### src/logic/ags_pkg.sv
// package for the gain-lock and loop-table configuration block
// assumes a 32-bit axi4-lite register bus and one 125 MHz clock
package ags_pkg;
  // ----------------------------------------
  // register map
  // ----------------------------------------
  // printed offsets 0x112 and 0x113 are not multiples of four, so all three are indices
  localparam logic [11:0] IDX_CFG = 12'h113;
  localparam logic [11:0] IDX_UPPER = 12'h112;
  localparam logic [11:0] IDX_STATUS = 12'h120;
  localparam logic [13:0] ADDR_CFG = {IDX_CFG, 2'b00};
  localparam logic [13:0] ADDR_UPPER = {IDX_UPPER, 2'b00};
  localparam logic [13:0] ADDR_STATUS = {IDX_STATUS, 2'b00};
  localparam logic [7:0] CFG_RESET = 8'h00;
  localparam logic [5:0] UPPER_RESET = 6'h00;
  // ----------------------------------------
  // field positions
  // ----------------------------------------
  localparam int LOCK_MSB = 7;
  localparam int LOCK_LSB = 6;
  localparam int SEL_MSB = 5;
  localparam int SEL_LSB = 4;
  localparam int LOWER_MSB = 3;
  localparam int LOWER_LSB = 0;
  localparam int UPPER_MSB = 7;
  localparam int UPPER_LSB = 2;
  // ----------------------------------------
  // encodings
  // ----------------------------------------
  localparam logic [1:0] LOCK_FREE = 2'h0;
  localparam logic [1:0] LOCK_MANUAL = 2'h1;
  localparam logic [1:0] LOCK_HOLD = 2'h2;
  localparam logic [1:0] LOCK_DETECT = 2'h3;
  localparam logic [1:0] SEL_ROM = 2'h0;
  localparam logic [1:0] SEL_CUSTOM_RX = 2'h1;
  localparam logic [1:0] SEL_CUSTOM_TX = 2'h2;
  localparam logic [1:0] SEL_CUSTOM_BOTH = 2'h3;
  localparam logic [7:0] TX_TABLE_FIRST = 8'h10;
  localparam logic [7:0] TX_TABLE_LAST = 8'h18;
  localparam int TX_TABLE_LEN = 9;
  localparam logic [1:0] RESP_OKAY = 2'h0;
  localparam logic [1:0] RESP_SLVERR = 2'h2;
  typedef enum logic [1:0] {
    AGS_PH_IDLE,
    AGS_PH_TX,
    AGS_PH_RX,
    AGS_PH_SLEEP
  } ags_phase_t;
endpackage

### src/logic/ags_table_ram.sv
// small register-output memory holding the transmit loop table copy
// assumes one clock, synchronous active-high reset
`timescale 1ns/10ps
`default_nettype none
module ags_table_ram #(
  parameter int WIDTH = 8,
  parameter int DEPTH = 9,
  parameter int AW = 4
) (
  // clock and reset
  input wire logic clk_sys_in,
  input wire logic reset_in,
  // write port
  input wire logic wr_en_in,
  input wire logic [AW-1:0] wr_addr_in,
  input wire logic [WIDTH-1:0] wr_data_in,
  // read port
  input wire logic [AW-1:0] rd_addr_in,
  output logic [WIDTH-1:0] rd_data_out
);
  logic [WIDTH-1:0] mem_q [DEPTH];
  always_ff @(posedge clk_sys_in) begin
    if (wr_en_in && (32'(wr_addr_in) < DEPTH)) begin
      mem_q[wr_addr_in] <= wr_data_in;
    end
  end
  always_ff @(posedge clk_sys_in) begin
    if (reset_in) begin
      rd_data_out <= '0;
    end else if (32'(rd_addr_in) < DEPTH) begin
      rd_data_out <= mem_q[rd_addr_in];
    end else begin
      rd_data_out <= '0;
    end
  end
endmodule
`default_nettype wire

### src/logic/ags_config.sv
// gain-lock and synthesizer loop-table configuration register block
// assumes axi4-lite master, packet ram write snoop, radio phase inputs
`timescale 1ns/10ps
`default_nettype none
// Contract
// - gain lock field: 0 free, 1 manual, 2 hold, 3 lock on detection
// - lock-on-detection with preamble match zero locks only on sync word
// - select 0: rom tables both ways, loaded on entering transmit or receive
// - select 1: custom receive table from config fields, rom for transmit
// - select 2: transmit table from packet ram 0x10..0x18, rom receive
// - select 3: custom receive from fields and custom transmit from ram
module ags_config #(
  parameter int TBL_W = 8
) (
  // clock and reset
  input wire logic clk_sys_in,
  input wire logic reset_in,

  // axi4-lite write address
  input wire logic [13:0] s_axi_awaddr_in,
  input wire logic s_axi_awvalid_in,
  output logic s_axi_awready_out,

  // axi4-lite write data
  input wire logic [31:0] s_axi_wdata_in,
  input wire logic [3:0] s_axi_wstrb_in,
  input wire logic s_axi_wvalid_in,
  output logic s_axi_wready_out,

  // axi4-lite write response
  output logic [1:0] s_axi_bresp_out,
  output logic s_axi_bvalid_out,
  input wire logic s_axi_bready_in,

  // axi4-lite read address
  input wire logic [13:0] s_axi_araddr_in,
  input wire logic s_axi_arvalid_in,
  output logic s_axi_arready_out,

  // axi4-lite read data
  output logic [31:0] s_axi_rdata_out,
  output logic [1:0] s_axi_rresp_out,
  output logic s_axi_rvalid_out,
  input wire logic s_axi_rready_in,

  // radio state and detection events
  input wire logic [1:0] radio_phase_in,
  input wire logic preamble_match_nz_in,
  input wire logic preamble_det_in,
  input wire logic sync_det_in,

  // packet ram write snoop
  input wire logic pkt_wr_en_in,
  input wire logic [7:0] pkt_wr_addr_in,
  input wire logic [TBL_W-1:0] pkt_wr_data_in,

  // transmit table read by the synthesizer
  input wire logic [3:0] tx_tbl_addr_in,
  output logic [TBL_W-1:0] tx_tbl_data_out,

  // controls toward the radio
  output logic [1:0] gain_lock_select_out,
  output logic gain_locked_out,
  output logic gain_manual_out,
  output logic gain_hold_out,
  output logic rx_use_custom_out,
  output logic tx_use_custom_out,
  output logic [9:0] rx_table_code_out,
  output logic rom_load_out
);
  // ----------------------------------------
  // state
  // ----------------------------------------
  typedef struct packed {
    logic [7:0] cfg;
    logic [5:0] upper;

    logic aw_have;
    logic [13:0] awaddr;
    logic w_have;
    logic [31:0] wdata;
    logic [3:0] wstrb;

    logic bvalid;
    logic [1:0] bresp;
    logic rvalid;
    logic [31:0] rdata;
    logic [1:0] rresp;

    logic [1:0] phase;
    logic locked;
    logic rom_load;
    logic tx_stale;
  } ags_state_t;

  ags_state_t s_q;
  ags_state_t s_d;

  logic [1:0] lock_sel;
  logic [1:0] tbl_sel;
  logic in_tbl;
  logic [7:0] tbl_off;
  logic entering;
  logic wr_fire;
  logic wr_hit_cfg;
  logic wr_hit_upper;
  logic wr_hit_status;
  logic wr_lane0;
  logic b_clear;
  logic rd_fire;
  logic rd_clear;
  logic lock_trigger;
  logic in_receive;
  logic in_sleep;
  logic into_tx;
  logic tbl_write;
  logic [31:0] cfg_word;
  logic [31:0] upper_word;
  logic [31:0] status_word;

  assign lock_sel = s_q.cfg[ags_pkg::LOCK_MSB:ags_pkg::LOCK_LSB];
  assign tbl_sel = s_q.cfg[ags_pkg::SEL_MSB:ags_pkg::SEL_LSB];
  assign in_tbl = (pkt_wr_addr_in >= ags_pkg::TX_TABLE_FIRST) &&
                  (pkt_wr_addr_in <= ags_pkg::TX_TABLE_LAST);
  assign tbl_off = pkt_wr_addr_in - ags_pkg::TX_TABLE_FIRST;

  assign entering = (radio_phase_in != s_q.phase) &&
    ((radio_phase_in == 2'(ags_pkg::AGS_PH_TX)) ||
     (radio_phase_in == 2'(ags_pkg::AGS_PH_RX)));

  // ----------------------------------------
  // transmit table copy of packet ram
  // ----------------------------------------
  // copy keeps its contents on sleep though the ram loses them, so stale flag tracks it
  ags_table_ram #(
    .WIDTH(TBL_W),
    .DEPTH(ags_pkg::TX_TABLE_LEN),
    .AW(4)
  ) u_tbl (
    .clk_sys_in(clk_sys_in),
    .reset_in(reset_in),
    .wr_en_in(pkt_wr_en_in && in_tbl),
    .wr_addr_in(tbl_off[3:0]),
    .wr_data_in(pkt_wr_data_in),
    .rd_addr_in(tx_tbl_addr_in),
    .rd_data_out(tx_tbl_data_out)
  );

  // ----------------------------------------
  // bus and radio event decode
  // ----------------------------------------
  // one write at a time: a new pair waits until its response is gone
  assign wr_fire = s_q.aw_have && s_q.w_have && !s_q.bvalid;
  assign b_clear = s_q.bvalid && s_axi_bready_in;
  // only byte lane 0 holds register bits, the other lanes are ignored
  assign wr_hit_cfg = (s_q.awaddr == ags_pkg::ADDR_CFG);
  assign wr_hit_upper = (s_q.awaddr == ags_pkg::ADDR_UPPER);
  assign wr_hit_status = (s_q.awaddr == ags_pkg::ADDR_STATUS);
  assign wr_lane0 = s_q.wstrb[0];

  // a read answers in one cycle; arready stays low while data stand
  assign rd_fire = s_axi_arvalid_in && !s_q.rvalid;
  assign rd_clear = s_q.rvalid && s_axi_rready_in;

  // preamble match zero leaves only the sync word as a trigger
  assign lock_trigger = sync_det_in ||
    (preamble_det_in && preamble_match_nz_in);
  assign in_receive = (radio_phase_in == 2'(ags_pkg::AGS_PH_RX));
  assign in_sleep = (radio_phase_in == 2'(ags_pkg::AGS_PH_SLEEP));
  assign into_tx = (radio_phase_in == 2'(ags_pkg::AGS_PH_TX));
  assign tbl_write = pkt_wr_en_in && in_tbl;

  // read words are built once so the read decode stays a plain mux
  always_comb begin
    cfg_word = '0;
    upper_word = '0;
    status_word = '0;
    cfg_word[7:0] = s_q.cfg;
    upper_word[ags_pkg::UPPER_MSB:ags_pkg::UPPER_LSB] = s_q.upper;
    status_word[3:0] = {s_q.tx_stale, s_q.locked, s_q.phase};
  end

  // ----------------------------------------
  // next state
  // ----------------------------------------
  always_comb begin
    s_d = s_q;
    s_d.phase = radio_phase_in;
    s_d.rom_load = 1'b0;

    // bus write: take address and data in either order
    if (s_axi_awvalid_in && !s_q.aw_have) begin
      s_d.aw_have = 1'b1;
      s_d.awaddr = s_axi_awaddr_in;
    end
    if (s_axi_wvalid_in && !s_q.w_have) begin
      s_d.w_have = 1'b1;
      s_d.wdata = s_axi_wdata_in;
      s_d.wstrb = s_axi_wstrb_in;
    end
    if (wr_fire) begin
      s_d.aw_have = 1'b0;
      s_d.w_have = 1'b0;
      s_d.bvalid = 1'b1;
      s_d.bresp = ags_pkg::RESP_OKAY;
      if (wr_hit_cfg) begin
        if (wr_lane0) begin
          s_d.cfg = s_q.wdata[7:0];
        end
      end else if (wr_hit_upper) begin
        if (wr_lane0) begin
          s_d.upper = s_q.wdata[ags_pkg::UPPER_MSB:ags_pkg::UPPER_LSB];
        end
      end else if (!wr_hit_status) begin
        s_d.bresp = ags_pkg::RESP_SLVERR;
      end
    end
    if (b_clear) begin
      s_d.bvalid = 1'b0;
    end

    // bus read
    if (rd_fire) begin
      s_d.rvalid = 1'b1;
      s_d.rresp = ags_pkg::RESP_OKAY;
      s_d.rdata = '0;
      case (s_axi_araddr_in)
        ags_pkg::ADDR_CFG: s_d.rdata = cfg_word;
        ags_pkg::ADDR_UPPER: s_d.rdata = upper_word;
        ags_pkg::ADDR_STATUS: s_d.rdata = status_word;
        default: s_d.rresp = ags_pkg::RESP_SLVERR;
      endcase
    end else if (rd_clear) begin
      s_d.rvalid = 1'b0;
    end

    // gain lock tracking
    case (lock_sel)
      ags_pkg::LOCK_DETECT: begin
        if (lock_trigger) begin
          s_d.locked = 1'b1;
        end
      end
      default: s_d.locked = 1'b0;
    endcase
    // the lock only has meaning while receiving
    if (!in_receive) begin
      s_d.locked = 1'b0;
    end

    // rom table load strobe on entering transmit or receive
    if (entering) begin
      s_d.rom_load = into_tx ? !tbl_sel[1] : !tbl_sel[0];
    end

    // ram contents do not survive sleep; flag until rewritten
    // sleep wins over a same-cycle table write, which is lost anyway
    if (in_sleep) begin
      s_d.tx_stale = 1'b1;
    end else if (tbl_write) begin
      s_d.tx_stale = 1'b0;
    end
  end

  // ----------------------------------------
  // registers
  // ----------------------------------------
  // synchronous reset; every field starts from a chosen constant
  always_ff @(posedge clk_sys_in) begin
    if (reset_in) begin
      s_q <= '0;
      s_q.cfg <= ags_pkg::CFG_RESET;
      s_q.upper <= ags_pkg::UPPER_RESET;
    end else begin
      s_q <= s_d;
    end
  end

  // ----------------------------------------
  // outputs
  // ----------------------------------------
  // handshake readies are combinational from the held flags
  assign s_axi_awready_out = !s_q.aw_have;
  assign s_axi_wready_out = !s_q.w_have;
  assign s_axi_bvalid_out = s_q.bvalid;
  assign s_axi_bresp_out = s_q.bresp;
  assign s_axi_arready_out = !s_q.rvalid;
  assign s_axi_rvalid_out = s_q.rvalid;
  assign s_axi_rdata_out = s_q.rdata;
  assign s_axi_rresp_out = s_q.rresp;

  assign gain_lock_select_out = lock_sel;
  assign gain_manual_out = (lock_sel == ags_pkg::LOCK_MANUAL);
  assign gain_hold_out = (lock_sel == ags_pkg::LOCK_HOLD) ||
                         s_q.locked;
  assign gain_locked_out = s_q.locked;

  assign rx_use_custom_out = tbl_sel[0];
  assign tx_use_custom_out = tbl_sel[1];
  // fields are only meaningful with custom receive, so gate them to zero
  assign rx_table_code_out = tbl_sel[0] ?
    {s_q.upper, s_q.cfg[ags_pkg::LOWER_MSB:ags_pkg::LOWER_LSB]} :
    10'h000;
  assign rom_load_out = s_q.rom_load;
endmodule
`default_nettype wire

### config.mk
export PLATFORM = sky130hd
export DESIGN_NAME = ags_config
export DESIGN_NICKNAME = d
export VERILOG_FILES = /design/src/logic/ags_pkg.sv /design/src/logic/ags_table_ram.sv /design/src/logic/ags_config.sv
export SDC_FILE = /design/constraint.sdc
export NUM_CORES = 1
export LEC_CHECK = 0
export BUFFER_PORTS_ARGS = -buffer_cell sky130_fd_sc_hd__buf_2
export CORE_MARGIN = 2
export CORE_UTILIZATION = 40
export CTS_CLUSTER_SIZE = 25
export DETAILED_ROUTE_END_ITERATION = 8
export HOLD_SLACK_MARGIN = 0.02
export SYNTH_ARGS = -nofsm -noshare
export SYNTH_HDL_FRONTEND = slang
export SYNTH_SLANG_ARGS = --single-unit
export TNS_END_PERCENT = 20
### constraint.sdc
create_clock -name clk_sys_in -period 2.5 [get_ports clk_sys_in]
set_input_delay 0 -clock clk_sys_in [delete_from_list [all_inputs] [get_ports clk_sys_in]]
set_output_delay 0 -clock clk_sys_in [all_outputs]
set_load 0.01 [all_outputs]
# Word level (Yosys, flattened, before mapping)
# Memories as Yosys holds them, arrays and structs flattened. A register that Yosys moved wholly into a read port is not among the register bits.
# Index checks and enable logic that the tools add are counted.
# word_totals
elab_cells,84
in_bits,97
memories,1
reg_bits,82
ramBits,72
output_inout_bits,67
# op_classes
n_reduce_logical,31
n_addsub,1
magnitude_cmp,4
eq_ne,13
bitwise,5
muxes,13
# memory_table
memory,words,word_bits,read_ports,rd_clocked_by_memory_dff,write_ports,line,rtl
u_tbl.mem_q,9,8,1,1,1,ags_table_ram.sv:21,logic [WIDTH-1:0] mem_q [DEPTH];
# ops
cell,n
14-bit by 11-bit equality test with 1-bit output (second input constant),6
8-bit one-hot mux with 3 select lines,1
1-bit logical AND,12
10-bit 2-to-1 mux,1
2-bit equality test (second input constant),4
8-bit by 5-bit greater-or-equal comparator with 1-bit output (second input constant),1
8-bit by 5-bit less-or-equal comparator with 1-bit output (second input constant),1
4-bit < comparator (second input constant),2
2-bit 2-to-1 mux,4
2-bit OR reduction,4
1-bit 2-to-1 mux,7
1-bit zero test,6
3-bit OR reduction,2
1-bit inverter,5
2-bit by 1-bit equality test with 1-bit output (second input constant),2
4-bit AND reduction,1
2-bit nonzero test,2
4-bit by 1-bit subtractor with 4-bit output (second input constant),1
1-bit logical OR,3
3-bit AND reduction,1
2-bit inequality test,1

# Depth between registers and ports, before layout
# Gate-level depths: netlist of run 1.
# depth
ltp_word,6
ltp_mapped,7
depth_no_buf,4

# Cells and area by module
# A second synthesis of run 1 with hierarchy kept.
# hier_totals
hier_cells,494
area_unflattened_um2,5864.4
# by_module_without_submodules
module,n_inst,seq_area_each_um2,cells_per_inst,area_per_inst_um2
ags_table_ram,1,2322.2,164,3098.0
ags_config,1,1121.1,330,2766.4

# Least setup slack after synthesis of run 1
# No wires, ideal clock.
# synth_path
path_kind,input to register
startpoint,input pkt_wr_addr_in[7]
endpoint,"memory u_tbl.mem_q[1][0], enable pin"
setup_ns,0.383
stages,3
t_arrival_ns,1.281
setup_slack_ns,0.835
path_buffers,0
required_time_ns,2.117
path_cell_list,nor4b_1 > nand3_1 > nor3_1
# synth_between
elab_chain_cells,6
word_cells_on_any_way,7
classes_between,order compare: 2; mux: 2; reduce/logical: 3
# synth_rtl
item,line,rtl
start: declaration,ags_config.sv:54,"input wire logic [7:0] pkt_wr_addr_in,"
8-bit by 5-bit greater-or-equal comparator with 1-bit output or 8-bit by 5-bit less-or-equal comparator with 1-bit output (tied branches),"ags_config.sv:123, ags_config.sv:124",
1-bit logical AND *,ags_config.sv:123,assign in_tbl = (pkt_wr_addr_in >= ags_pkg::TX_TABLE_FIRST) &&
1-bit logical AND *,ags_config.sv:142,".wr_en_in(pkt_wr_en_in && in_tbl),"
1-bit logical AND *,ags_table_ram.sv:23,if (wr_en_in && (32'(wr_addr_in) < DEPTH)) begin
1-bit 2-to-1 mux *,ags_table_ram.sv:23,
1-bit 2-to-1 mux (not written as such) *,ags_table_ram.sv:24,mem_q[wr_addr_in] <= wr_data_in;
end: declaration,ags_table_ram.sv:21,
# Mark *: on every way between the ends. The rest lies on a longest branch, timed or not.

# Worst setup path in the final report of run 1
# layout_path
startpoint,register s_q[93] in the netlist's numbering
endpoint,register s_q[100] in the netlist's numbering
# layout_between
elab_chain_cells,3
word_cells_on_any_way,4
classes_between,eq/ne: 2; bitwise: 1; reduce/logical: 1
# layout_rtl
item,line,rtl
start: declaration,ags_config.sv:96,ags_state_t s_q;
14-bit by 11-bit equality test with 1-bit output,ags_config.sv:156,assign wr_hit_cfg = (s_q.awaddr == ags_pkg::ADDR_CFG);
1-bit inverter (no line),n/a,
4-bit AND reduction (no line) *,n/a,
# Marked as above.
# A chain may end at the register's enable or synchronous reset.

==> results.txt, run 1 <==
* Total of max-cap violations: 0
- The first global-routing pass estimated 19,540 µm of wire.
- In the finished design, the share of the clock period the worst path needs comes to 72.97%.
- The worst setup path is of the reg2reg kind.
- Site row count: 43
- Counting instances, the worst hold path has a depth of 5.
* Via count normalized by instance count: 4.915
- Category of the worst setup path launch point: register
* Type of the worst min-delay path: in2reg
* DRC errors left: 0
- Number of inserted diodes: 0
* Top cell type by total area after synthesis: edfxtp_1
- Initial antenna violation count: 0
- For this run, the leading register cell type out of synthesis is edfxtp_1.
* Root buffer cell: clkbuf_16
- Capture instance of the worst register-to-register path: s_q[100]$_SDFFE_PP0P_
- Top fanout value on the critical path: 14
* Worst voltage drop across the vdd grid: 0.0005145 V
- Compared with the post-synthesis result, the final layout area differs by 28.83%.
- TritonCTS built the clock tree.
- Power spread over the standard cell area amounts to 741.6 nW/µm².
- Pin count of the biggest net entering global routing: 47
- From bottom edge to top edge, the die measures 123.6 µm.
- Slack of the worst reg-to-reg path: 0.68 ns
- For this block, the initial DRC count from the detailed router was 181.
* Library cell with the highest instance count after synthesis: edfxtp_1
- Clock latency on the worst-skew pair, taken at its later pin, is 0.41 ns.
- Fin nets: 742
- The run finished with clean final reports.
- Number of setup violations in the final report: 0
* Seq/Total Area, Yosys: 60.19%
* Mean instance size in the synthesized netlist: 11.63 µm²
* Delay of the slowest critical-path stage: 0.49 ns
- From left edge to right edge, the die measures 123.6 µm.
* Max_slew headroom: 48.59%
* TritonCTS Buffers: 17
* Die footprint: 15,270 µm²
- For hold timing, the worst endpoint is s_axi_rdata_out[6]$_SDFFE_PP0P_.
* Clk sink count: 136
- Number of fill cells: 1,226
* H-tree lvl count: 4
- The synthesized design devotes to its leading area cell type 37.80% of total area.
- Number of library cell types mapped by synthesis: 48
* Detailed-route wire length per cell: 14.97 µm
- Most used standard cells in the synthesized netlist: edfxtp_1, dfxtp_1, nand2_1, a21oi_1, buf_4
- The routed layout has 4,104 vias.
- For the worst flop-to-flop path, the logic depth is 4.
* CP arrival: 2.10 ns
- Final routed wirelength across all metal layers: 12,500 µm
- Clock skew: 0.004655 ns
* Data required time at the worst endpoint: 2.78 ns
- Once the floorplan was initialized, standard cells occupied 41.05% of the core.
* Number of top-level design ports: 164
- In this run the cell area of the synthesized design comes to 5720 µm².
* Top cells by area in the synthesized netlist: edfxtp_1, dfxtp_1, buf_4, mux4_2, nand2_1
- Max Clk Rate: 0.5482 GHz
* Hold Worst Slack: 0.03617 ns
- Sort of element at the end of the critical path: register
* Remaining global-route overflow: 0
- Number of instances in the synthesized netlist: 492
* Critical path's slowest cell: nand4_1
* Deepest clock path buffer count: 2
- In the synthesized netlist the async set-or-reset flop fraction comes to 0%.
- Post-synth EDFFs: 72
- Of the cells placed in the final design, the portion with a size suffix greater than 1 is 26.26%.
- During synthesis, Yosys emitted a total of 0 warnings.
* Max Transition Viols Final: 0
- Before antenna repair, the detailed router went through 4 iterations.
- GRT Resource Usage Total: 17.08%
- Worst hold start: s_axi_araddr_in[12]
- In this run the static leakage power is 2.902 nW.
- The wire-length estimate of the detail-placed layout is 8454 µm.
- Final cell utilization of the core: 52.89%
- Clock slew at reported path FFs: 0.06 ns
- Post-route ant nets: 0
- Synthesized flop and latch total: 136
* Unrepaired setup endpoints after global routing: no
* Critical register-to-register path startpoint: s_q[93]$_SDFFE_PP0P_
* Final sum of negative setup slack: 0 ns
* Placeable core area: 13,930 µm²
- The number of hold violations in the final report is 0.
- At the pin with the least slew margin, the transition time is 0.7695 ns.
- The signal on the critical path passes through nor4_1 -> nand4_1 -> o21ai_0 -> a21oi_1.
- At the end of routability-driven placement, the weighted congestion stood at 0.7523.
- The worst path needs 1.824 ns of the cycle, external delays included.
- Number of global-route vias before repair: 3,915
- Number of input and output port buffers inserted: 110
cells by family (layout without fill, tap and decap cells):
group | after synthesis | after routing | share of synthesized area (%)
simple gates | 174 | 174 | 16.36
flops | 136 | 136 | 60.19
other cells | 1 | 26 | 0.06555
xor+xnor | 2 | 2 | 0.3063
fa+ha+maj | 3 | 3 | 0.6562
compound gates | 80 | 80 | 7.634
buf+inv | 68 | 206 | 7.458
mux | 28 | 28 | 7.327
sequential cells by signal, indices dropped and copies added (netlist names):
name / count
u_tbl.mem_q: 72
s_q: 34
s_axi_rdata_out: 8
u_tbl.rd_data_out: 8
cfg_word: 4
gain_lock_select_out: 2
gain_locked_out: 1
rom_load_out: 1
rx_use_custom_out: 1
s_axi_bresp_out: 1
s_axi_bvalid_out: 1
s_axi_rresp_out: 1
s_axi_rvalid_out: 1
tx_use_custom_out: 1
where the power goes:
group	switching (mW)	internal (mW)
clock network	0.895	1.78
registers	0.0277	2.39
logic	0.195	0.174
total	1.12	4.35
through the flow:
stage / instances / worst slack [ns] / area [µm²] / power [mW]
after floorplan: 517 / 0.8352 / 5814 / 2.683
after global routing: 835 / 0.3945 / 7370 / 5.660
after CTS: 835 / 0.6517 / 7370 / 5.521
after detailed placement: 758 / 0.6523 / 6276 / 2.780
after global placement: 758 / 0.7321 / 6276 / 2.770
final: 835 / 0.6757 / 7370 / 5.466
worst max-delay path: cells and delay by family, from the launching register on:
family / cells / cell delay, ns
simple gates: 2 / 0.97
flops: 1 / 0.31
compound gates: 2 / 0.42
area by class of cell:
class / instances / area [µm²] / share of cell area, %
timing repair buffer: 166 / 1084 / 14.70
clock inverter: 14 / 203.9 / 2.767
inverter: 8 / 30.03 / 0.4075
tap: 180 / 225.2 / 3.056
multi-input combinational: 313 / 1944 / 26.38
sequential: 136 / 3443 / 46.72
clock buffer: 18 / 439.2 / 5.959
cell usage in the layout, fill, tap and decap left out, types with 3 or more instances in the layout:
cell           instances
nand2b_1               6
bufinv_16              5
nor2b_1               16
dlygate4sd3_1         45
nand4_1               10
o21ai_0               15
mux4_2                11
nand4b_1               7
dfxtp_1               64
clkinvlp_4             3
o21ai_1                8
buf_4                 11
conb_1                26
nand2_1               61
and2_1                11
a21oi_1               40
buf_2                110
ha_1                   3
inv_1                  8
edfxtp_1              72
nor3_1                21
clkbuf_16             17
nor2_1                21
mux2i_1               16
clkinv_2               3
o22ai_1                8
worst max-delay path by stage:
stage | to | slack [ns] | depth (start not counted) | start
2_1_floorplan | u_tbl.mem_q[1][0]$_DFFE_PP_ | 0.84 | 3 | pkt_wr_addr_in[7]
5_1_grt | s_q[100]$_SDFFE_PP0P_ | 0.39 | 4 | s_q[93]$_SDFFE_PP0P_
4_1_cts | s_q[97]$_SDFFE_PP0P_ | 0.65 | 4 | s_q[93]$_SDFFE_PP0P_
3_3_place_gp | s_q[97]$_SDFFE_PP0P_ | 0.73 | 4 | s_q[93]$_SDFFE_PP0P_
3_5_place_dp | s_q[97]$_SDFFE_PP0P_ | 0.65 | 4 | s_q[93]$_SDFFE_PP0P_
6_report | s_q[100]$_SDFFE_PP0P_ | 0.68 | 4 | s_q[93]$_SDFFE_PP0P_
what timing repair did:
| item | 4_1_cts | 5_1_grt |
|---|---|---|
| hold buffers | 45 | 0 |
| setup buffers | 0 | 0 |
| resized for setup | 0 | 0 |
| hold endpoints to repair | 107 | 0 |
per-layer routing:
metal	vias up	wire, µm	track usage [%]
li1	2015	-	-
met1	1967	5602	21.88
met2	108	6190	28.06
met3	14	555	4.579
met4	0	151	5.824
met5	-	0	0
Power figures use the tool's default switching activity.
==> inputs of run 2 (changes only) <==
- ABC_AREA: unset -> 1
- clock period: 2.5 -> 1.8 ns (I/O delays scaled with it)
==> run 2 against run 1 <==
Compared with the run above: flip-flop and latch count stayed put; clock-buffer cell count is 5 higher; setup slack worse by 0.42 ns; first-iteration DRC count is 62% higher; die area is 3.6% higher; cell area is 3.1% higher; synthesized area is 3.7% higher; utilization is 0.63 points lower; clock power is 30% higher.
==> results.txt, run 2 <==
* Number of inserted diodes: 0
- The share of synthesized area in the top cell type comes to 36.44%.
- Final cell utilization of the core: 52.26%
* Top cells by area in the synthesized netlist: edfxtp_1, dfxtp_1, nor2_1, nand2_1, o21ai_0
- Slack of the worst reg-to-reg path: 0.25 ns
- After routing, the total negative slack on setup checks comes to 0 ns.
- Startpoint-to-endpoint class of the critical path: reg2reg
- Once routing completed, OpenROAD measured the worst setup slack at 0.2531 ns.
* Final routed wirelength across all metal layers: 14,060 µm
- The via count of the first global-routing pass came to 4,866.
* Type of the worst min-delay path: in2reg
* Most frequent standard cell in the layout excluding fill and tap cells: nor2_1
- CTS tree: done
- The signal on the critical path passes through inv_2 -> nor2_1 -> nand2_2 -> inv_1 -> nor2_1 -> a211oi_1 -> dlygate4sd3_1.
- Post-detailed-placement half-perimeter wirelength: 9162 µm
- Most used standard cells in the synthesized netlist: nor2_1, nand2_1, o21ai_0, edfxtp_1, inv_1
- Setup Slack @ Placement: 0.3456 ns
- Dividing the detail-routed via count by the number of cells gives 4.758.
- Setup repair after global routing left no endpoint under its margin.
- In this run the most critical hold path is launched from s_axi_arvalid_in.
- For this design the static power due to leakage is 3.392 nW.
- Number of setup violations in the final report: 0
- Number of flip-flops under the largest register name: 72
* Post_cts resized: 0
- Based on the critical path, the design can be clocked at up to 0.6464 GHz.
- Share of final-layout standard cells stronger than drive strength 1: 20.00%
- Root buffer cell: clkbuf_16
- The first global-routing pass estimated 23,040 µm of wire.
- Power spread over the standard cell area amounts to 978.2 nW/µm².
- Deepest clock path buffer count: 2
- Total of max-cap violations: 0
- In the final layout, the registers with the most flip-flops are u_tbl.mem_q x72, s_q x34.
* Register with the most flip-flops: u_tbl.mem_q
- TritonCTS Buffers: 17
- Share of synthesized registers carrying an async set or reset: 0%
- Drt first pass iters: 4
* Clock slew at reported path FFs: 0.06 ns
- Among the stages of the critical path, the cell type that occurs most often is nor2_1.
- Max Transition Viols Final: 0
- Counting flops with a built-in enable in the synthesized netlist gives 72.
* Library cell with the highest instance count after synthesis: nor2_1
- The library cells used most frequently in the layout, excluding fill and tap cells, are nor2_1, buf_2, nand2_1, o21ai_0, edfxtp_1.
- Count of final hold-check violations: 0
- Mean instance size in the synthesized netlist: 8.829 µm²
* Site row count: 44
- The total area inside the core boundary comes to 14,530 µm².
- The detail route stage leaves a number of antenna-violating nets equal to 0.
* Endpoint with the worst hold slack: s_axi_rdata_out[1]$_SDFFE_PP0P_
- Run status: completed
- At the worst endpoint, the arrival time is 1.90 ns.
- H-tree lvl count: 4
* DRT iter0 DRCs: 293
* Data required time at the worst endpoint: 2.16 ns
* Synthesized flop and latch total: 136
* Number of instances in the synthesized netlist: 672
- Detailed-route wire length per cell: 13.73 µm
- Hold-critical path depth: 5
- After detailed routing, the number of remaining DRC violations is 0.
- Global routing finished with a remaining overflow of 0.
* Number of input and output port buffers inserted: 110
- Portion of the clock cycle consumed by the worst path in the final layout: 85.94%
- The most used flip-flop cell after synthesis is edfxtp_1.
* Fin nets: 927
- The initial antenna violation count was 0.
* Delay of the slowest critical-path stage: 0.58 ns
* Critical path's slowest cell: dlygate4sd3_1
- Number of top-level design ports: 164
* Clk sink count: 136
* Clock latency on the worst-skew pair: 0.42 ns
- In this run the vertical extent of the chip is 125.8 µm.
- The cell area that synthesis handed to floorplanning was 5933 µm².
- GRT Resource Usage Total: 18.36%
* X dimension of the die: 125.8 µm
- Routed vias: 4,872
* Top fanout value on the critical path: 4
- In this run the critical register-to-register path is launched from s_q[79]$_SDFFE_PP0P_.
- Worst voltage drop across the vdd grid: 0.0006720 V
* Effective utilization at floorplan: 40.82%
- Category of the worst setup path launch point: register
* Max_slew headroom: 63.63%
* Worst reg2reg path depth: 7
- After layout, the minimum clock period comes to 1.547 ns.
- The floorplan step defined a die boundary enclosing 15,820 µm².
- In this run, distinct cell masters in the synthesized netlist total 34.
- Top cell type by total area after synthesis: edfxtp_1
* Sort of element at the end of the critical path: register
* Number of fill cells: 1,317
- For the pin with the worst max-slew slack, the measured transition is 0.5450 ns.
- Sequential elements use 58.03% of the synthesized area.
- Relative to the synthesized area, the layout overhead comes to 28.01%.
- During synthesis, Yosys emitted a total of 0 warnings.
* CP bufs+invs: 3
- Clock skew: 0.01014 ns
- Pin count of the biggest net entering global routing: 43
- Broken down by cell family, the worst path's largest delay share belongs to buffers and inverters.
- Capture instance of the worst register-to-register path: s_axi_bvalid_out$_SDFFE_PP0P_
- Placer's final routability congestion estimate: 0.8165
==> run 2: cell types whose count changed after synthesis, moves of 18 or more <==
cell	before	now
nor2_1	21	134
inv_1	8	69
o21ai_0	15	75
nand2_1	61	104
nand3_1	2	26
nor3_1	21	3
==> run 2: stage by stage <==
step / instance area (µm²) / cells / hold slack [ns] / power [mW]
after floorplan: 6027 / 697 / 0.06907 / 3.762
after global placement: 6546 / 948 / 0.2005 / 3.915
after detailed placement: 6546 / 948 / 0.2047 / 3.929
after CTS: 7595 / 1024 / 0.02835 / 7.469
after global routing: 7595 / 1024 / 0.06269 / 7.716
final: 7595 / 1024 / 0.04132 / 7.429
==> run 2: repair_timing <==
action / in CTS / in global routing
hold buffers: 44 / 0
setup buffers: 0 / 0
hold endpoints to repair: 116 / 0
==> run 2: worst max-delay path by stage <==
stage          depth (start not counted)  slack, ns                 start                            end
5_1_grt                                7       0.12  s_q[79]$_SDFFE_PP0P_  s_axi_bvalid_out$_SDFFE_PP0P_
6_report                               7       0.25  s_q[79]$_SDFFE_PP0P_  s_axi_bvalid_out$_SDFFE_PP0P_
4_1_cts                                7       0.29  s_q[79]$_SDFFE_PP0P_  s_axi_bvalid_out$_SDFFE_PP0P_
3_3_place_gp                           9       0.38     pkt_wr_addr_in[0]    u_tbl.mem_q[1][7]$_DFFE_PP_
2_1_floorplan                          3       0.35     pkt_wr_addr_in[3]    u_tbl.mem_q[4][0]$_DFFE_PP_
3_5_place_dp                           9       0.35     pkt_wr_addr_in[0]    u_tbl.mem_q[5][5]$_DFFE_PP_
==> run 2: per-layer routing <==
metal | GRT usage [%] | vias up | share of wire, %
met5 | 0 | - | 0
met4 | 6.981 | 0 | 2.0
met3 | 4.460 | 27 | 6.1
met2 | 32.43 | 156 | 50
met1 | 21.66 | 2255 | 42
li1 | - | 2434 | -
==> run 2: layout make-up <==
cell class | instances | area [µm²] | area share [%]
clock buffers | 23 | 521.8 | 6.870
clock inverters | 9 | 86.33 | 1.137
inverters | 73 | 275.3 | 3.624
multi-input cells | 427 | 1899 | 25.01
flip-flops and latches | 136 | 3443 | 45.34
well taps | 184 | 230.2 | 3.031
repair buffers | 172 | 1139 | 14.99
==> run 2: report_power, final <==
| group | switching [mW] | internal, mW |
|---|---|---|
| sequential | 0.0352 | 3.33 |
| clock | 1.30 | 2.18 |
| combinational | 0.335 | 0.241 |
| total | 1.67 | 5.76 |
==> run 2: logic make-up (layout without fill, tap and decap cells) <==
logic type / after synthesis / after routing / synth area share (%)
compound gates: 117 / 117 / 10.27
fa+ha+maj: 3 / 3 / 0.6327
buf+inv: 134 / 277 / 11.54
flops: 136 / 136 / 58.03
other cells: 1 / 26 / 0.06320
simple gates: 281 / 281 / 19.46
==> run 2: tightest hold or removal path, cell delays in order <==
cell	delay (ns)
buf_2	0.07
nand2_1	0.06
buf_4	0.17
nand2_1	0.06
a21oi_1	0.05
